$ cat src/hdl/wdr_defs.svh
/*
  Constants of the windowed watchdog: register offsets, field positions,
  key bytes, reset values and timing figures.
  Assumes it is included by bare name from the watchdog design files.
*/
`ifndef WDR_DEFS_SVH
`define WDR_DEFS_SVH

`define WDR_OFF_CTRL      8'h00
`define WDR_OFF_SVC       8'h04
`define WDR_OFF_STAT      8'h08
`define WDR_OFF_CFG       8'h0C

`define WDR_KEY_FIRST     8'h55
`define WDR_KEY_SECOND    8'hAA

`define WDR_RATE_OFF      3'h0
`define WDR_CTRL_MASK_BIT 8
`define WDR_CTRL_RESET    8'h00
`define WDR_CFG_RESET     3'h0

`define WDR_EXP_BASE      14
`define WDR_EXP_STEP      2
`define WDR_RESUME_TICKS  2
`define WDR_HOLD_W        3
`define WDR_EXP_W         5

`endif

$ cat src/hdl/wdr_pkg.sv
/*
  Types of the windowed watchdog: control and configuration layouts and
  the key sequence states.
  Assumes wdr_defs.svh supplies the numeric constants.
*/
package wdr_pkg;

  typedef struct packed {
    logic       window;
    logic       stop_autonomous_clock_disable;
    logic       sel_high;
    logic       sel_low;
    logic       rsvd;
    logic [2:0] rate;
  } wdr_ctrl_t;

  typedef struct packed {
    logic crystal_oscillator_enable;
    logic pseudo_stop_watchdog_clock_enable;
    logic pseudo_stop_enable;
  } wdr_cfg_t;

  typedef enum logic [1:0] {
    WDR_KEY_IDLE  = 2'h1,
    WDR_KEY_ARMED = 2'h2
  } wdr_key_t;

endpackage

$ cat src/hdl/wdr_cnt.sv
/*
  Time-out counter of the watchdog with end-of-period and window flags.
  Assumes tick_i is a one-cycle pulse per watchdog clock edge and that
  exp_i stays below CNT_W.
*/
`timescale 1ns/1ps
`include "wdr_defs.svh"

module wdr_cnt #(
  parameter int unsigned CNT_W = 27
) (
  input  wire logic                  clk_i,
  input  wire logic                  rst_i,
  input  wire logic                  clear_i,
  input  wire logic                  tick_i,
  input  wire logic [`WDR_EXP_W-1:0] exp_i,
  output logic      [CNT_W-1:0]      count_o,
  output logic                       expire_o,
  output logic                       window_o
);

  logic [CNT_W-1:0] count_q;
  logic [CNT_W-1:0] last_w;
  logic [CNT_W-1:0] win_w;

  assign last_w   = CNT_W'((64'h1 << exp_i) - 64'h1);
  // Last quarter starts at three quarters of the period
  assign win_w    = last_w - (last_w >> 2);
  assign expire_o = tick_i && (count_q == last_w);
  assign window_o = (count_q >= win_w);
  assign count_o  = count_q;

  always_ff @(posedge clk_i) begin
    if (rst_i || clear_i) begin
      count_q <= '0;
    end else if (tick_i) begin
      count_q <= expire_o ? '0 : count_q + CNT_W'(1);
    end
  end

endmodule

$ cat src/hdl/wdr_top.sv
/*
  Windowed watchdog with a classic Wishbone register slave, three
  selectable watchdog clock sources, stop-mode run or freeze and, in
  normal mode, preload from nonvolatile memory and a write-once control register.
  Assumes the system reset drives rst_i after wdt_reset_o rises, the
  watchdog clocks run below a quarter of clk_i, and stop, mode and
  preload inputs come from logic on clk_i.
*/
// Decided for this implementation: the register addresses and the Wishbone slave port.
`timescale 1ns/1ps
`include "wdr_defs.svh"

module wdr_top #(
  parameter int unsigned CNT_W        = 27,
  parameter int unsigned EXP_BASE     = `WDR_EXP_BASE,
  parameter int unsigned RESUME_TICKS = `WDR_RESUME_TICKS
) (
  input  wire logic        clk_i,
  input  wire logic        rst_i,
  input  wire logic        wb_cyc_i,
  input  wire logic        wb_stb_i,
  input  wire logic        wb_we_i,
  input  wire logic [7:0]  wb_adr_i,
  input  wire logic [3:0]  wb_sel_i,
  input  wire logic [31:0] wb_dat_i,
  output logic             wb_ack_o,
  output logic      [31:0] wb_dat_o,
  input  wire logic        aclk_i,
  input  wire logic        irc_clk_i,
  input  wire logic        osc_clk_i,
  input  wire logic        osc_up_i,
  input  wire logic        stop_mode_i,
  input  wire logic        normal_mode_i,
  input  wire logic        nvm_valid_i,
  input  wire logic [2:0]  nvm_rate_i,
  input  wire logic        nvm_window_i,
  output logic             wdt_reset_o
);

  localparam int unsigned NSYNC = 4;
  localparam logic [`WDR_HOLD_W-1:0] RESUME_CNT =
    `WDR_HOLD_W'(RESUME_TICKS);
  logic [NSYNC-1:0]          async_w, sync1_q, sync2_q;
  logic [2:0]                prev_q, edge_w;
  logic [31:0]               dat_q;
  logic [7:0]                key_w;
  logic [`WDR_HOLD_W-1:0]    holdoff_q;
  logic [CNT_W-1:0]          count_w;
  logic [`WDR_EXP_W-1:0]     exp_w;
  wdr_pkg::wdr_ctrl_t        ctrl_q, new_w;
  wdr_pkg::wdr_cfg_t         cfg_q;
  wdr_pkg::wdr_key_t         key_q;
  logic                      osc_up_w, first_q, ack_q, once_q, preload_on_q;
  logic                      req_w, wr_w, ctrl_wr_w, svc_wr_w, cfg_wr_w;
  logic                      mask_w, locked_w, enabled_w, src_tick_w;
  logic                      stop_run_w, stop_prev_q, run_w, bad_key_w;
  logic                      early_w, serviced_w, reset_q, expire_w, in_win_w;

  // Period exponent of a rate code; code zero is off and never counts
  function automatic logic [`WDR_EXP_W-1:0] rate_exp(
    input logic [2:0] rate
  );
    rate_exp = `WDR_EXP_W'(EXP_BASE +
      `WDR_EXP_STEP * (int'(rate) - 1));
  endfunction

  // True when the byte is the key expected in the given state
  function automatic logic key_ok(
    input wdr_pkg::wdr_key_t st,
    input logic [7:0]        d
  );
    key_ok = ((st == wdr_pkg::WDR_KEY_IDLE) && (d == `WDR_KEY_FIRST)) ||
             ((st == wdr_pkg::WDR_KEY_ARMED) && (d == `WDR_KEY_SECOND));
  endfunction

  // Pin-level clocks and oscillator status cross through two flops
  assign async_w = {osc_up_i, osc_clk_i, irc_clk_i, aclk_i};
  generate
    for (genvar g = 0; g < NSYNC; g++) begin : g_sync
      always_ff @(posedge clk_i) begin
        if (rst_i) begin
          sync1_q[g] <= 1'h0;
          sync2_q[g] <= 1'h0;
        end else begin
          sync1_q[g] <= async_w[g];
          sync2_q[g] <= sync1_q[g];
        end
      end
    end
  endgenerate
  always_ff @(posedge clk_i) begin
    if (rst_i) begin
      prev_q <= 3'h0;
    end else begin
      prev_q <= sync2_q[2:0];
    end
  end

  assign edge_w   = sync2_q[2:0] & ~prev_q;
  assign osc_up_w = sync2_q[3];
  // One cycle after release belongs to the preload; the bus waits for it
  always_ff @(posedge clk_i) begin
    if (rst_i) begin
      first_q <= 1'h1;
    end else begin
      first_q <= 1'h0;
    end
  end

  assign req_w     = wb_cyc_i && wb_stb_i && !ack_q && !first_q;
  assign wr_w      = req_w && wb_we_i && wb_sel_i[0];
  assign ctrl_wr_w = wr_w && (wb_adr_i == `WDR_OFF_CTRL);
  assign svc_wr_w  = wr_w && (wb_adr_i == `WDR_OFF_SVC);
  assign cfg_wr_w  = wr_w && (wb_adr_i == `WDR_OFF_CFG);
  assign mask_w    = wb_dat_i[`WDR_CTRL_MASK_BIT];
  assign new_w     = wdr_pkg::wdr_ctrl_t'(wb_dat_i[7:0]);
  assign key_w     = wb_dat_i[7:0];
  always_ff @(posedge clk_i) begin
    if (rst_i) begin
      ack_q <= 1'h0;
    end else begin
      ack_q <= req_w;
    end
  end

  always_ff @(posedge clk_i) begin
    if (rst_i) begin
      dat_q <= 32'h0;
    end else if (req_w && !wb_we_i) begin
      unique case (wb_adr_i)
        `WDR_OFF_CTRL: dat_q <= 32'(ctrl_q);
        `WDR_OFF_SVC:  dat_q <= 32'(key_q == wdr_pkg::WDR_KEY_ARMED);
        `WDR_OFF_STAT: dat_q <= 32'({stop_mode_i && !stop_run_w,
                                     in_win_w && enabled_w, enabled_w,
                                     key_q == wdr_pkg::WDR_KEY_ARMED,
                                     once_q});
        `WDR_OFF_CFG:  dat_q <= 32'(cfg_q);
        default:       dat_q <= 32'h0;
      endcase
    end
  end

  assign wb_ack_o = ack_q;
  assign wb_dat_o = dat_q;
  // Control register: preload, then in normal mode at most one unmasked update
  assign locked_w = normal_mode_i && once_q;
  always_ff @(posedge clk_i) begin
    if (rst_i) begin
      ctrl_q <= `WDR_CTRL_RESET;
    end else if (first_q) begin
      if (normal_mode_i && nvm_valid_i) begin
        ctrl_q.rate   <= nvm_rate_i;
        ctrl_q.window <= nvm_window_i;
      end
    end else if (ctrl_wr_w && !locked_w) begin
      ctrl_q.sel_low  <= new_w.sel_low;
      ctrl_q.sel_high <= new_w.sel_high;
      ctrl_q.stop_autonomous_clock_disable     <= new_w.stop_autonomous_clock_disable;
      if (!mask_w) begin
        if (!(preload_on_q && (new_w.rate == `WDR_RATE_OFF))) begin
          ctrl_q.rate <= new_w.rate;
        end
        ctrl_q.window <= new_w.window;
      end
    end
  end

  always_ff @(posedge clk_i) begin
    if (rst_i) begin
      once_q <= 1'h0;
    end else if (ctrl_wr_w && normal_mode_i && !mask_w) begin
      once_q <= 1'h1;
    end
  end

  always_ff @(posedge clk_i) begin
    if (rst_i) begin
      preload_on_q <= 1'h0;
    end else if (first_q) begin
      preload_on_q <= normal_mode_i && nvm_valid_i &&
                      (nvm_rate_i != `WDR_RATE_OFF);
    end
  end

  always_ff @(posedge clk_i) begin
    if (rst_i) begin
      cfg_q <= `WDR_CFG_RESET;
    end else if (cfg_wr_w) begin
      cfg_q <= wdr_pkg::wdr_cfg_t'(wb_dat_i[2:0]);
    end
  end

  // Clock source and stop-mode behaviour
  assign enabled_w  = (ctrl_q.rate != `WDR_RATE_OFF);
  assign src_tick_w = ctrl_q.sel_high ? edge_w[0] :
                      (ctrl_q.sel_low ? edge_w[2] : edge_w[1]);
  assign stop_run_w = ctrl_q.sel_high ? !ctrl_q.stop_autonomous_clock_disable :
                      (cfg_q.pseudo_stop_enable && cfg_q.pseudo_stop_watchdog_clock_enable && ctrl_q.sel_low &&
                       cfg_q.crystal_oscillator_enable && osc_up_w);
  always_ff @(posedge clk_i) begin
    if (rst_i) begin
      stop_prev_q <= 1'h0;
    end else begin
      stop_prev_q <= stop_mode_i;
    end
  end

  // Frozen autonomous domain needs some of its own edges to come back
  always_ff @(posedge clk_i) begin
    if (rst_i) begin
      holdoff_q <= '0;
    end else if (stop_prev_q && !stop_mode_i &&
                 ctrl_q.sel_high && ctrl_q.stop_autonomous_clock_disable) begin
      holdoff_q <= RESUME_CNT;
    end else if ((holdoff_q != '0) && edge_w[0]) begin
      holdoff_q <= holdoff_q - `WDR_HOLD_W'(1);
    end
  end

  assign run_w = enabled_w && src_tick_w && (holdoff_q == '0) &&
                 (!stop_mode_i || stop_run_w);
  // Key sequence and service checks
  assign bad_key_w  = svc_wr_w && !key_ok(key_q, key_w);
  assign early_w    = svc_wr_w && enabled_w && ctrl_q.window &&
                      !in_win_w;
  assign serviced_w = svc_wr_w && enabled_w && !early_w &&
                      (key_q == wdr_pkg::WDR_KEY_ARMED) &&
                      (key_w == `WDR_KEY_SECOND);

  always_ff @(posedge clk_i) begin
    if (rst_i) begin
      key_q <= wdr_pkg::WDR_KEY_IDLE;
    end else begin
      unique case (key_q)
        wdr_pkg::WDR_KEY_IDLE: begin
          if (svc_wr_w && (key_w == `WDR_KEY_FIRST)) begin
            key_q <= wdr_pkg::WDR_KEY_ARMED;
          end
        end
        wdr_pkg::WDR_KEY_ARMED: begin
          if (svc_wr_w) begin
            key_q <= wdr_pkg::WDR_KEY_IDLE;
          end
        end
        default: key_q <= wdr_pkg::WDR_KEY_IDLE;
      endcase
    end
  end

  // Held until the system reset comes back through rst_i
  always_ff @(posedge clk_i) begin
    if (rst_i) begin
      reset_q <= 1'h0;
    end else if ((expire_w && enabled_w) || bad_key_w || early_w) begin
      reset_q <= 1'h1;
    end
  end

  assign wdt_reset_o = reset_q;
  assign exp_w       = rate_exp(ctrl_q.rate);
  wdr_cnt #(
    .CNT_W (CNT_W)
  ) u_cnt (
    .clk_i    (clk_i),
    .rst_i    (rst_i),
    .clear_i  (serviced_w || !enabled_w),
    .tick_i   (run_w),
    .exp_i    (exp_w),
    .count_o  (count_w),
    .expire_o (expire_w),
    .window_o (in_win_w)
  );
endmodule

$ cat config.mk
export PLATFORM = sky130hd
export DESIGN_NAME = wdr_top
export DESIGN_NICKNAME = d
export VERILOG_FILES = /design/src/hdl/wdr_pkg.sv /design/src/hdl/wdr_cnt.sv /design/src/hdl/wdr_top.sv
export VERILOG_INCLUDE_DIRS = /design/src /design/src/hdl
export SDC_FILE = /design/constraint.sdc
export NUM_CORES = 1
export LEC_CHECK = 0
export BUFFER_PORTS_ARGS = -buffer_cell sky130_fd_sc_hd__buf_2
export CAP_MARGIN = 10
export CORE_MARGIN = 10
export CORE_UTILIZATION = 55
export DETAILED_ROUTE_END_ITERATION = 16
export PLACE_DENSITY = 0.86
export SYNTH_ARGS = -nofsm -noshare
export SYNTH_HDL_FRONTEND = slang
export SYNTH_SLANG_ARGS = --single-unit
$ cat constraint.sdc
create_clock -name clk_i -period 18.01 [get_ports clk_i]
set_input_delay 1.801 -clock clk_i [delete_from_list [all_inputs] [get_ports clk_i]]
set_output_delay 1.801 -clock clk_i [all_outputs]
set_load 0.01 [all_outputs]
# Yosys cells after proc, flatten, opt, wreduce, memory -nomap -nowiden
# Index checks and enable logic that the tools add are counted.
# W data, S select, Z words.
[word_totals] inputBits=60 ff_bits=91 word_cells=144 output_inout_bits=34
[op_classes] n_lt_le_gt_ge=1 n_addsub=6 n_shift=1 mux=20 eq_ne=13 bitwise_logic=3 n_reduce_logical=72
[op_table] operator="$logic_and A1 B1 Y1" count=41
[op_table] operator="$pmux W8 S4" count=1
[op_table] operator="$add A27 B1 Y27 const B" count=1
[op_table] operator="$eq A27 B27 Y1" count=1
[op_table] operator="$ge A27 B27 Y1" count=1
[op_table] operator="$mux W27" count=1
[op_table] operator="$shl A1 B5 Y27 const A" count=1
[op_table] operator="$sub A27 B1 Y27 const B" count=1
[op_table] operator="$sub A27 B25 Y27" count=1
[op_table] operator="$eq A8 B4 Y1 const B" count=2
[op_table] operator="$mux W3" count=5
[op_table] operator="$logic_not A1 Y1" count=12
[op_table] operator="$reduce_bool A3 Y1" count=3
[op_table] operator="$eq A8 B3 Y1 const B" count=1
[op_table] operator="$eq A8 B7 Y1 const B" count=1
[op_table] operator="$eq A8 B8 Y1 const B" count=1
[op_table] operator="$logic_not A8 Y1" count=1
[op_table] operator="$mux W2" count=4
[op_table] operator="$mux W1" count=7
[op_table] operator="$logic_not A3 Y1" count=2
[op_table] operator="$logic_or A1 B1 Y1" count=6
[op_table] operator="$ne A2 B1 Y1 const B" count=3
[op_table] operator="$add A5 B5 Y5 const A" count=1
[op_table] operator="$mux W4" count=1
[op_table] operator="14 further kinds" count=17

# Logic depth before layout (Yosys ltp)
[logic_depth] word_depth=15 mapped_depth=31 mapped_depth_nobuf=27

# Cells and area by module
# Synthesis repeated with hierarchy kept, for this count alone.
[hier_totals] cells_unflattened=841 hier_area_um2=6558.8
[modules_own_cells] mod="wdr_cnt" instances=1 cells_per_inst=614 area_each_um2=4429.2 seq_area_each_um2=540.5
[modules_own_cells] mod="wdr_top" instances=1 cells_per_inst=227 area_each_um2=2129.5 seq_area_each_um2=800.8

# Least setup slack after synthesis
# No wires, ideal clock.
[synth_timing] kind="flip-flop to flip-flop" from="register ctrl_q[1] (netlist bit)" to="register u_cnt.count_q[1], in the netlist u_cnt.count_o[1]" synth_period_minus_slack_ns=6.459 slack_ns=11.551 required_time_ns=17.932 path_buffers=5 t_arrival_ns=6.381 path_stages_with_launch=30 setup_ns=0.078 path_cell_list="dfxtp_1 > buf_4 > inv_2 > ha_1 > buf_2 > nand2_1 > inv_2 > and3_1 > inv_1 > ha_1 > clkbuf_1 > or2_2 > o311a_1 > buf_2 > xor2_1 > ha_1 > inv_1 > a211oi_1 > a311oi_1 > a21oi_1 > a2111oi_0 > ha_1 > a21o_1 > a21oi_1 > nor2_1 > or4b_2 > o32ai_1 > nor2_1 > clkbuf_1 > nor3_1"
[synth_between] elab_chain_len=14 elab_cells_between_ends=24 cone_classes="add/sub (4); order compare (1); eq/ne (1); shift (1); mux (1); reduce/logical (16)"
[synth_lines] element="start, declared" line="wdr_top.sv:50" source="wdr_pkg::wdr_ctrl_t ctrl_q, new_w;"
[synth_lines] element="start signal, assigned" line="wdr_top.sv:149" source="ctrl_q <= `WDR_CTRL_RESET;"
[synth_lines] element="$sub A3 B1 Y4" line="wdr_top.sv:64" source="`WDR_EXP_STEP * (int'(rate) - 1));"
[synth_lines] element="$add A5 B5 Y5" line="wdr_top.sv:63" source="rate_exp = `WDR_EXP_W'(EXP_BASE +"
[synth_lines] element="$shl A1 B5 Y27" line="wdr_cnt.sv:26" source="assign last_w = CNT_W'((64'h1 << exp_i) - 64'h1);"
[synth_lines] element="$sub A27 B1 Y27" line="wdr_cnt.sv:26"
[synth_lines] element="$sub A27 B25 Y27" line="wdr_cnt.sv:28" source="assign win_w = last_w - (last_w >> 2);"
[synth_lines] element="$ge A27 B27 Y1" line="wdr_cnt.sv:30" source="assign window_o = (count_q >= win_w);"
[synth_lines] element="$logic_not A1 Y1" line="wdr_top.sv:225" source="!in_win_w;"
[synth_lines] element="$logic_and A1 B1 Y1" line="wdr_top.sv:224" source="assign early_w = svc_wr_w && enabled_w && ctrl_q.window &&"
[synth_lines] element="$logic_not A1 Y1" line="wdr_top.sv:226" source="assign serviced_w = svc_wr_w && enabled_w && !early_w &&"
[synth_lines] element="$logic_and A1 B1 Y1 (3 in a row)" line="wdr_top.sv:226"
[synth_lines] element="$logic_or A1 B1 Y1" line="wdr_top.sv:266" source=".clear_i (serviced_w || !enabled_w),"
[synth_lines] element="$logic_or A1 B1 Y1" line="wdr_cnt.sv:34" source="if (rst_i || clear_i) begin"
[synth_lines] element="end signal, assigned" line="wdr_cnt.sv:37" source="count_q <= expire_o ? '0 : count_q + CNT_W'(1);"
[synth_lines] element="end, declared" line="wdr_cnt.sv:22" source="logic [CNT_W-1:0] count_q;"
# Several ways; a longest one is shown, not always the timed one.
# A chain may end at the register's enable or synchronous reset.

# Final worst setup path
[layout_timing] from="register ctrl_q[1] (netlist bit)" to="register u_cnt.count_q[22], in the netlist u_cnt.count_o[22]"
# The elaborated chain is that of the path after synthesis.

==> report_table.html <==
<table>
<tr><th>Metric</th><th>Value</th></tr>
<tr><th colspan="2">Yosys</th></tr>
<tr><td>Mean Syn Cell Area</td><td>approximately 7.9 µm²</td></tr>
<tr><td>Library cell occupying the most area in the post-synthesis netlist</td><td>sky130_fd_sc_hd__dfxtp_1</td></tr>
<tr><td>Post-synthesis instance area</td><td>0.00590 mm²</td></tr>
<tr><td>EDFF count, synth</td><td>0</td></tr>
<tr><td>Syn. warnings</td><td>0</td></tr>
<tr><td>Gate count of the mapped netlist</td><td>747</td></tr>
<tr><td>FFs w/ async S/R, synth</td><td>0%</td></tr>
<tr><td>Flip-flop and latch count after synthesis</td><td>67</td></tr>
<tr><td>Most instantiated flip-flop cell in the synthesis netlist</td><td>sky130_fd_sc_hd__dfxtp_1</td></tr>
<tr><td>Post-synth top area share</td><td>a little under a quarter</td></tr>
<tr><td>Cell types with the largest area share after synthesis</td><td>sky130_fd_sc_hd__dfxtp_1 23%, sky130_fd_sc_hd__ha_1 13%, sky130_fd_sc_hd__xnor2_1 5.5%</td></tr>
<tr><td>Number of distinct library cells after synthesis</td><td>78</td></tr>
<tr><td>Sequential cell area fraction in the yosys report</td><td>22.7%</td></tr>
<tr><th colspan="2">Power and ir drop</th></tr>
<tr><td>Share of power burned in registers</td><td>31.5%</td></tr>
<tr><td>Power spent charging and discharging nets</td><td>between 150 and 200 µW</td></tr>
<tr><td>VDD IR-drop max</td><td>0.0404 mV</td></tr>
<tr><td>Leakage power of the design</td><td>0.00270 µW</td></tr>
<tr><td>Clk network pwr share</td><td>just over 30%</td></tr>
<tr><td>Power per cell area</td><td>75.9 mW/mm²</td></tr>
<tr><td>Share of total power in combinational logic</td><td>a little under two fifths</td></tr>
<tr><td>Switching share of power</td><td>36.0%</td></tr>
<tr><td>Cell internal pwr</td><td>308 µW</td></tr>
<tr><th colspan="2">Die</th></tr>
<tr><td>Die X-Extent</td><td>124 µm</td></tr>
<tr><td>Die boundary height</td><td>124 µm</td></tr>
<tr><td>I/O pin count</td><td>94</td></tr>
<tr><td>Floorplan row count</td><td>37</td></tr>
<tr><td>Core Box Area</td><td>0.0104 mm²</td></tr>
<tr><td>Starting density of the core</td><td>56.9%</td></tr>
<tr><td>Full die area</td><td>roughly 0.015 mm²</td></tr>
<tr><th colspan="2">Global routing</th></tr>
<tr><td>Number of global-route vias before repair</td><td>5055</td></tr>
<tr><td>GRT Overall Usage</td><td>20.1%</td></tr>
<tr><td>Global-route wire length before repair</td><td>24.9 mm</td></tr>
<tr><td>GRT Residual Overflow</td><td>0</td></tr>
<tr><td>Number of antenna violations at the first check in global routing</td><td>0</td></tr>
<tr><td>Pin count of the biggest net entering global routing</td><td>38</td></tr>
<tr><th colspan="2">Routing</th></tr>
<tr><td>Uppermost layer routed</td><td>met4</td></tr>
<tr><td>Total length of routed wires</td><td>15.6 mm</td></tr>
<tr><td>Total met2 wirelength after detailed routing</td><td>7.33 mm</td></tr>
<tr><td>Per-cell routed wire length</td><td>17.0 µm</td></tr>
<tr><td>Iteration-0 DRC count of the detailed router</td><td>617</td></tr>
<tr><td>1st-pass router iterations</td><td>6</td></tr>
<tr><td>Total number of vias</td><td>5461</td></tr>
<tr><td>Residual antenna-violating net count after detailed routing</td><td>0</td></tr>
<tr><td>Vias per Instance</td><td>a little under 6</td></tr>
<tr><td>Met1 WL</td><td>7.00 mm</td></tr>
<tr><td>Routed wl met3</td><td>994 µm</td></tr>
<tr><td>DRC violation count after routing</td><td>0</td></tr>
<tr><th colspan="2">Layout</th></tr>
<tr><td>Filler Cells Inserted</td><td>920</td></tr>
<tr><td>Area of the multi-input gates</td><td>0.00416 mm²</td></tr>
<tr><td>Area Overhead vs Synth</td><td>7.25%</td></tr>
<tr><td>Sequential cell area</td><td>approximately 0.0013 mm²</td></tr>
<tr><td>Fraction of final layout cells with drive strength greater than 1</td><td>11.0%</td></tr>
<tr><td>N_diodes</td><td>0</td></tr>
<tr><td>Nets@finish</td><td>between 800 and 900</td></tr>
<tr><th colspan="2">Clock network</th></tr>
<tr><td>Clock Tree Buf Depth</td><td>2</td></tr>
<tr><td>CTS H-Tree Depth</td><td>3</td></tr>
<tr><td>Clock root cell</td><td>sky130_fd_sc_hd__clkbuf_8</td></tr>
<tr><td>Total CTS buffers</td><td>9</td></tr>
<tr><td>Hold-fix buffers, CTS</td><td>0</td></tr>
<tr><td>Clock network latency to the later pin of the worst-skew pair</td><td>0.36 ns</td></tr>
<tr><td>Post-CTS clock slew at the launch and capture registers of the worst setup and hold paths</td><td>0.08 ns</td></tr>
<tr><td>Clock sink total</td><td>67</td></tr>
<tr><td>CTS tree</td><td>yes</td></tr>
<tr><td>PostCTS Resize Cnt</td><td>0</td></tr>
<tr><td>Post-CTS repair timing setup buffer count</td><td>0</td></tr>
<tr><th colspan="2">Placed design</th></tr>
<tr><td>Final weighted congestion in routability-driven placement</td><td>0.955</td></tr>
<tr><td>Placed wire-length estimate after detailed placement</td><td>11.8 mm</td></tr>
<tr><td>Number of buffers added on ports</td><td>43</td></tr>
<tr><th colspan="2">STA</th></tr>
<tr><td>Final-report hold violation count</td><td>0</td></tr>
<tr><td>Max-slew violations</td><td>0</td></tr>
<tr><td>Max Clk Rate</td><td>around 0.12 GHz</td></tr>
<tr><td>Aggregate negative setup slack</td><td>0 ns</td></tr>
<tr><td>Clock skew</td><td>0.0154 ns</td></tr>
<tr><td>Worst slew slack as a fraction of its limit</td><td>about 34%</td></tr>
<tr><td># setup viols final</td><td>0</td></tr>
<tr><td>Fin crit period</td><td>~8.2 ns</td></tr>
<tr><td>Share of the clock period used by the worst path after layout</td><td>a little under half</td></tr>
<tr><td>Measured slew at the worst slew-check pin</td><td>0.967 ns</td></tr>
<tr><td>Post-Route Hold Slack</td><td>0.445 ns</td></tr>
<tr><td>RSZ-0062 raised after global routing</td><td>no</td></tr>
<tr><th colspan="2">Job</th></tr>
<tr><td>Number of max-cap violations</td><td>0</td></tr>
<tr><th colspan="2">Critical path</th></tr>
<tr><td>CP most frequent cell</td><td>sky130_fd_sc_hd__ha_1</td></tr>
<tr><td>Buf+Inv Stages, Crit Path</td><td>6</td></tr>
<tr><td>Family of cells with the greatest summed delay on the critical path</td><td>compound AO/OA/AOI/OAI gates</td></tr>
<tr><td>Slowest library cell on the worst path</td><td>sky130_fd_sc_hd__a2111oi_0</td></tr>
<tr><td>Peak fanout along the critical path</td><td>27</td></tr>
<tr><td>Class of the most critical setup path</td><td>reg -&gt; reg</td></tr>
<tr><td>Largest stage delay, worst path</td><td>0.82 ns</td></tr>
<tr><td>Kind of start point of the critical path</td><td>flip-flop</td></tr>
<tr><td>Signal arrival time at the worst endpoint</td><td>8.52 ns</td></tr>
<tr><td>Required time worst endpoint</td><td>roughly 18 ns</td></tr>
<tr><td>Type of element capturing the critical path</td><td>flip-flop</td></tr>
<tr><th colspan="2">Min path</th></tr>
<tr><td>Kind of path behind the tightest hold check</td><td>reg -&gt; reg</td></tr>
<tr><th colspan="2">Status</th></tr>
<tr><td>Result of the run</td><td>complete, no violations</td></tr>
</table>
[kinds of logic after synthesis]
| kind of cell | share of synthesized area, % |
|---|---|
| compound gates | 17.7 |
| xor+xnor | 9.20 |
| fa+ha+maj | 13.3 |
| buf+inv | 8.29 |
| flops | 22.7 |
| mux | 2.99 |
| other cells | 0.0635 |
| simple gates | 25.7 |
[cells in the mapped netlist, drive strengths merged, types with 3 or more instances]
master / instances
dfxtp: 67
nor2: 65
ha: 62
nand2: 52
inv: 48
nor3: 42
xnor2: 37
a21oi: 34
buf: 33
o21ai: 31
nand3: 25
xor2: 25
nor2b: 23
clkbuf: 19
nand4: 17
a211oi: 12
a21o: 12
mux2i: 12
o21a: 11
nor4: 10
a22oi: 9
and3: 8
nand2b: 6
o31ai: 5
or2: 5
or4b: 5
o21bai: 4
or4: 4
a22o: 3
a31oi: 3
and2: 3
and4: 3
mux2: 3
nor4b: 3
o211ai: 3
o221ai: 3
[per-layer routing]
layer | up-vias | GRT usage [%]
li1 | 2683 | -
met1 | 2559 | 27.0
met2 | 196 | 31.9
met3 | 23 | 3.62
met4 | 0 | 6.84
met5 | - | 0
[placed cells by master (no fill, tap or decap), types with 4 or more instances in the layout]
cell                       instances
sky130_fd_sc_hd__inv_1            45
sky130_fd_sc_hd__nand3_1          25
sky130_fd_sc_hd__buf_2            43
sky130_fd_sc_hd__nor3_1           41
sky130_fd_sc_hd__conb_1           24
sky130_fd_sc_hd__nor2b_1          23
sky130_fd_sc_hd__o21bai_1          4
sky130_fd_sc_hd__or2_2             5
sky130_fd_sc_hd__xnor2_1          37
sky130_fd_sc_hd__nor2_1           65
sky130_fd_sc_hd__nand4_1          17
sky130_fd_sc_hd__nand2_1          52
sky130_fd_sc_hd__clkbuf_8         11
sky130_fd_sc_hd__o31ai_1           5
sky130_fd_sc_hd__a21oi_1          33
sky130_fd_sc_hd__mux2i_1          12
sky130_fd_sc_hd__a21o_1           12
sky130_fd_sc_hd__o21ai_0          30
sky130_fd_sc_hd__dfxtp_1          67
sky130_fd_sc_hd__a22oi_1           9
sky130_fd_sc_hd__and3_1            8
sky130_fd_sc_hd__xor2_1           25
sky130_fd_sc_hd__ha_1             62
sky130_fd_sc_hd__a211oi_1         12
sky130_fd_sc_hd__nand2b_1          6
sky130_fd_sc_hd__o21a_1           11
sky130_fd_sc_hd__or4_1             4
sky130_fd_sc_hd__buf_4             4
sky130_fd_sc_hd__nor4_1            8
[worst register-to-register path, cell delays in order, from the launching register on]
cell and delay [ns]:
sky130_fd_sc_hd__dfxtp_1 0.31, sky130_fd_sc_hd__buf_4 0.29, sky130_fd_sc_hd__inv_2 0.16, sky130_fd_sc_hd__ha_1 0.81, sky130_fd_sc_hd__nand2_1 0.30, sky130_fd_sc_hd__inv_2 0.15, sky130_fd_sc_hd__and3_1 0.26, sky130_fd_sc_hd__inv_1 0.07
sky130_fd_sc_hd__ha_1 0.32, sky130_fd_sc_hd__a22oi_1 0.23, sky130_fd_sc_hd__a2bb2oi_1 0.44, sky130_fd_sc_hd__inv_1 0.10, sky130_fd_sc_hd__ha_1 0.37, sky130_fd_sc_hd__and3_1 0.18, sky130_fd_sc_hd__o2111ai_1 0.15, sky130_fd_sc_hd__a21oi_1 0.35
sky130_fd_sc_hd__o21bai_1 0.15, sky130_fd_sc_hd__and4_1 0.21, sky130_fd_sc_hd__a2111oi_0 0.82, sky130_fd_sc_hd__ha_1 0.44, sky130_fd_sc_hd__nand4_1 0.12, sky130_fd_sc_hd__nor4_1 0.09, sky130_fd_sc_hd__a22o_1 0.19, sky130_fd_sc_hd__or4b_2 0.65
sky130_fd_sc_hd__o32ai_1 0.43, sky130_fd_sc_hd__nor2_1 0.10, sky130_fd_sc_hd__buf_4 0.24, sky130_fd_sc_hd__nor3_1 0.23
[metrics by stage]
stage	total power [µW]	utilization, %	setup WS (ns)	std cells	area, µm²
after floorplan	293	-	11.55	770	5990
after global placement	328	58.8	10.16	901	6100
after detailed placement	331	58.8	10.09	901	6100
after CTS	476	61.1	9.96	917	6330
after global routing	507	61.1	9.33	917	6330
final	481	61.1	9.76	917	6330
[worst paths after layout]
kind	depth (start not counted)	slack, ns	to	start
setup reg to reg	27	9.76	u_cnt.count_o[22]	ctrl_q[1]
setup / recovery	27	9.76	u_cnt.count_o[22]	ctrl_q[1]
hold / removal	1	0.45	sync2_q[1]	sync1_q[1]
hold reg to reg	1	0.45	sync2_q[1]	sync1_q[1]
[flip-flops by register name, summed over array words and instances (netlist names)]
name,cells
u_cnt.count_o,27
wb_dat_o,8
ctrl_q,7
sync1_q,4
cfg_q,3
holdoff_q,3
prev_q,3
sync2_q,3
key_q,2
first_q,1
once_q,1
osc_up_w,1
preload_on_q,1
stop_prev_q,1
wb_ack_o,1
wdt_reset_o,1
[cell type report]
cell class / instances / share of cell area (%)
inverter: 48 / 2.85
clock inverter: 5 / 1.32
tap: 136 / 2.69
sequential: 67 / 21.2
timing repair buffer: 47 / 3.87
multi-input combinational: 603 / 65.7
clock buffer: 11 / 2.39
[power groups by stage]
stage	sequential, µW	combinational, µW	clock, µW
3_3_place_gp	155	174	0
6_report	151	183	146
4_1_cts	151	178	146
2_1_floorplan	154	139	0
3_5_place_dp	155	176	0
5_1_grt	151	202	154
Power figures use the tool's default switching activity.
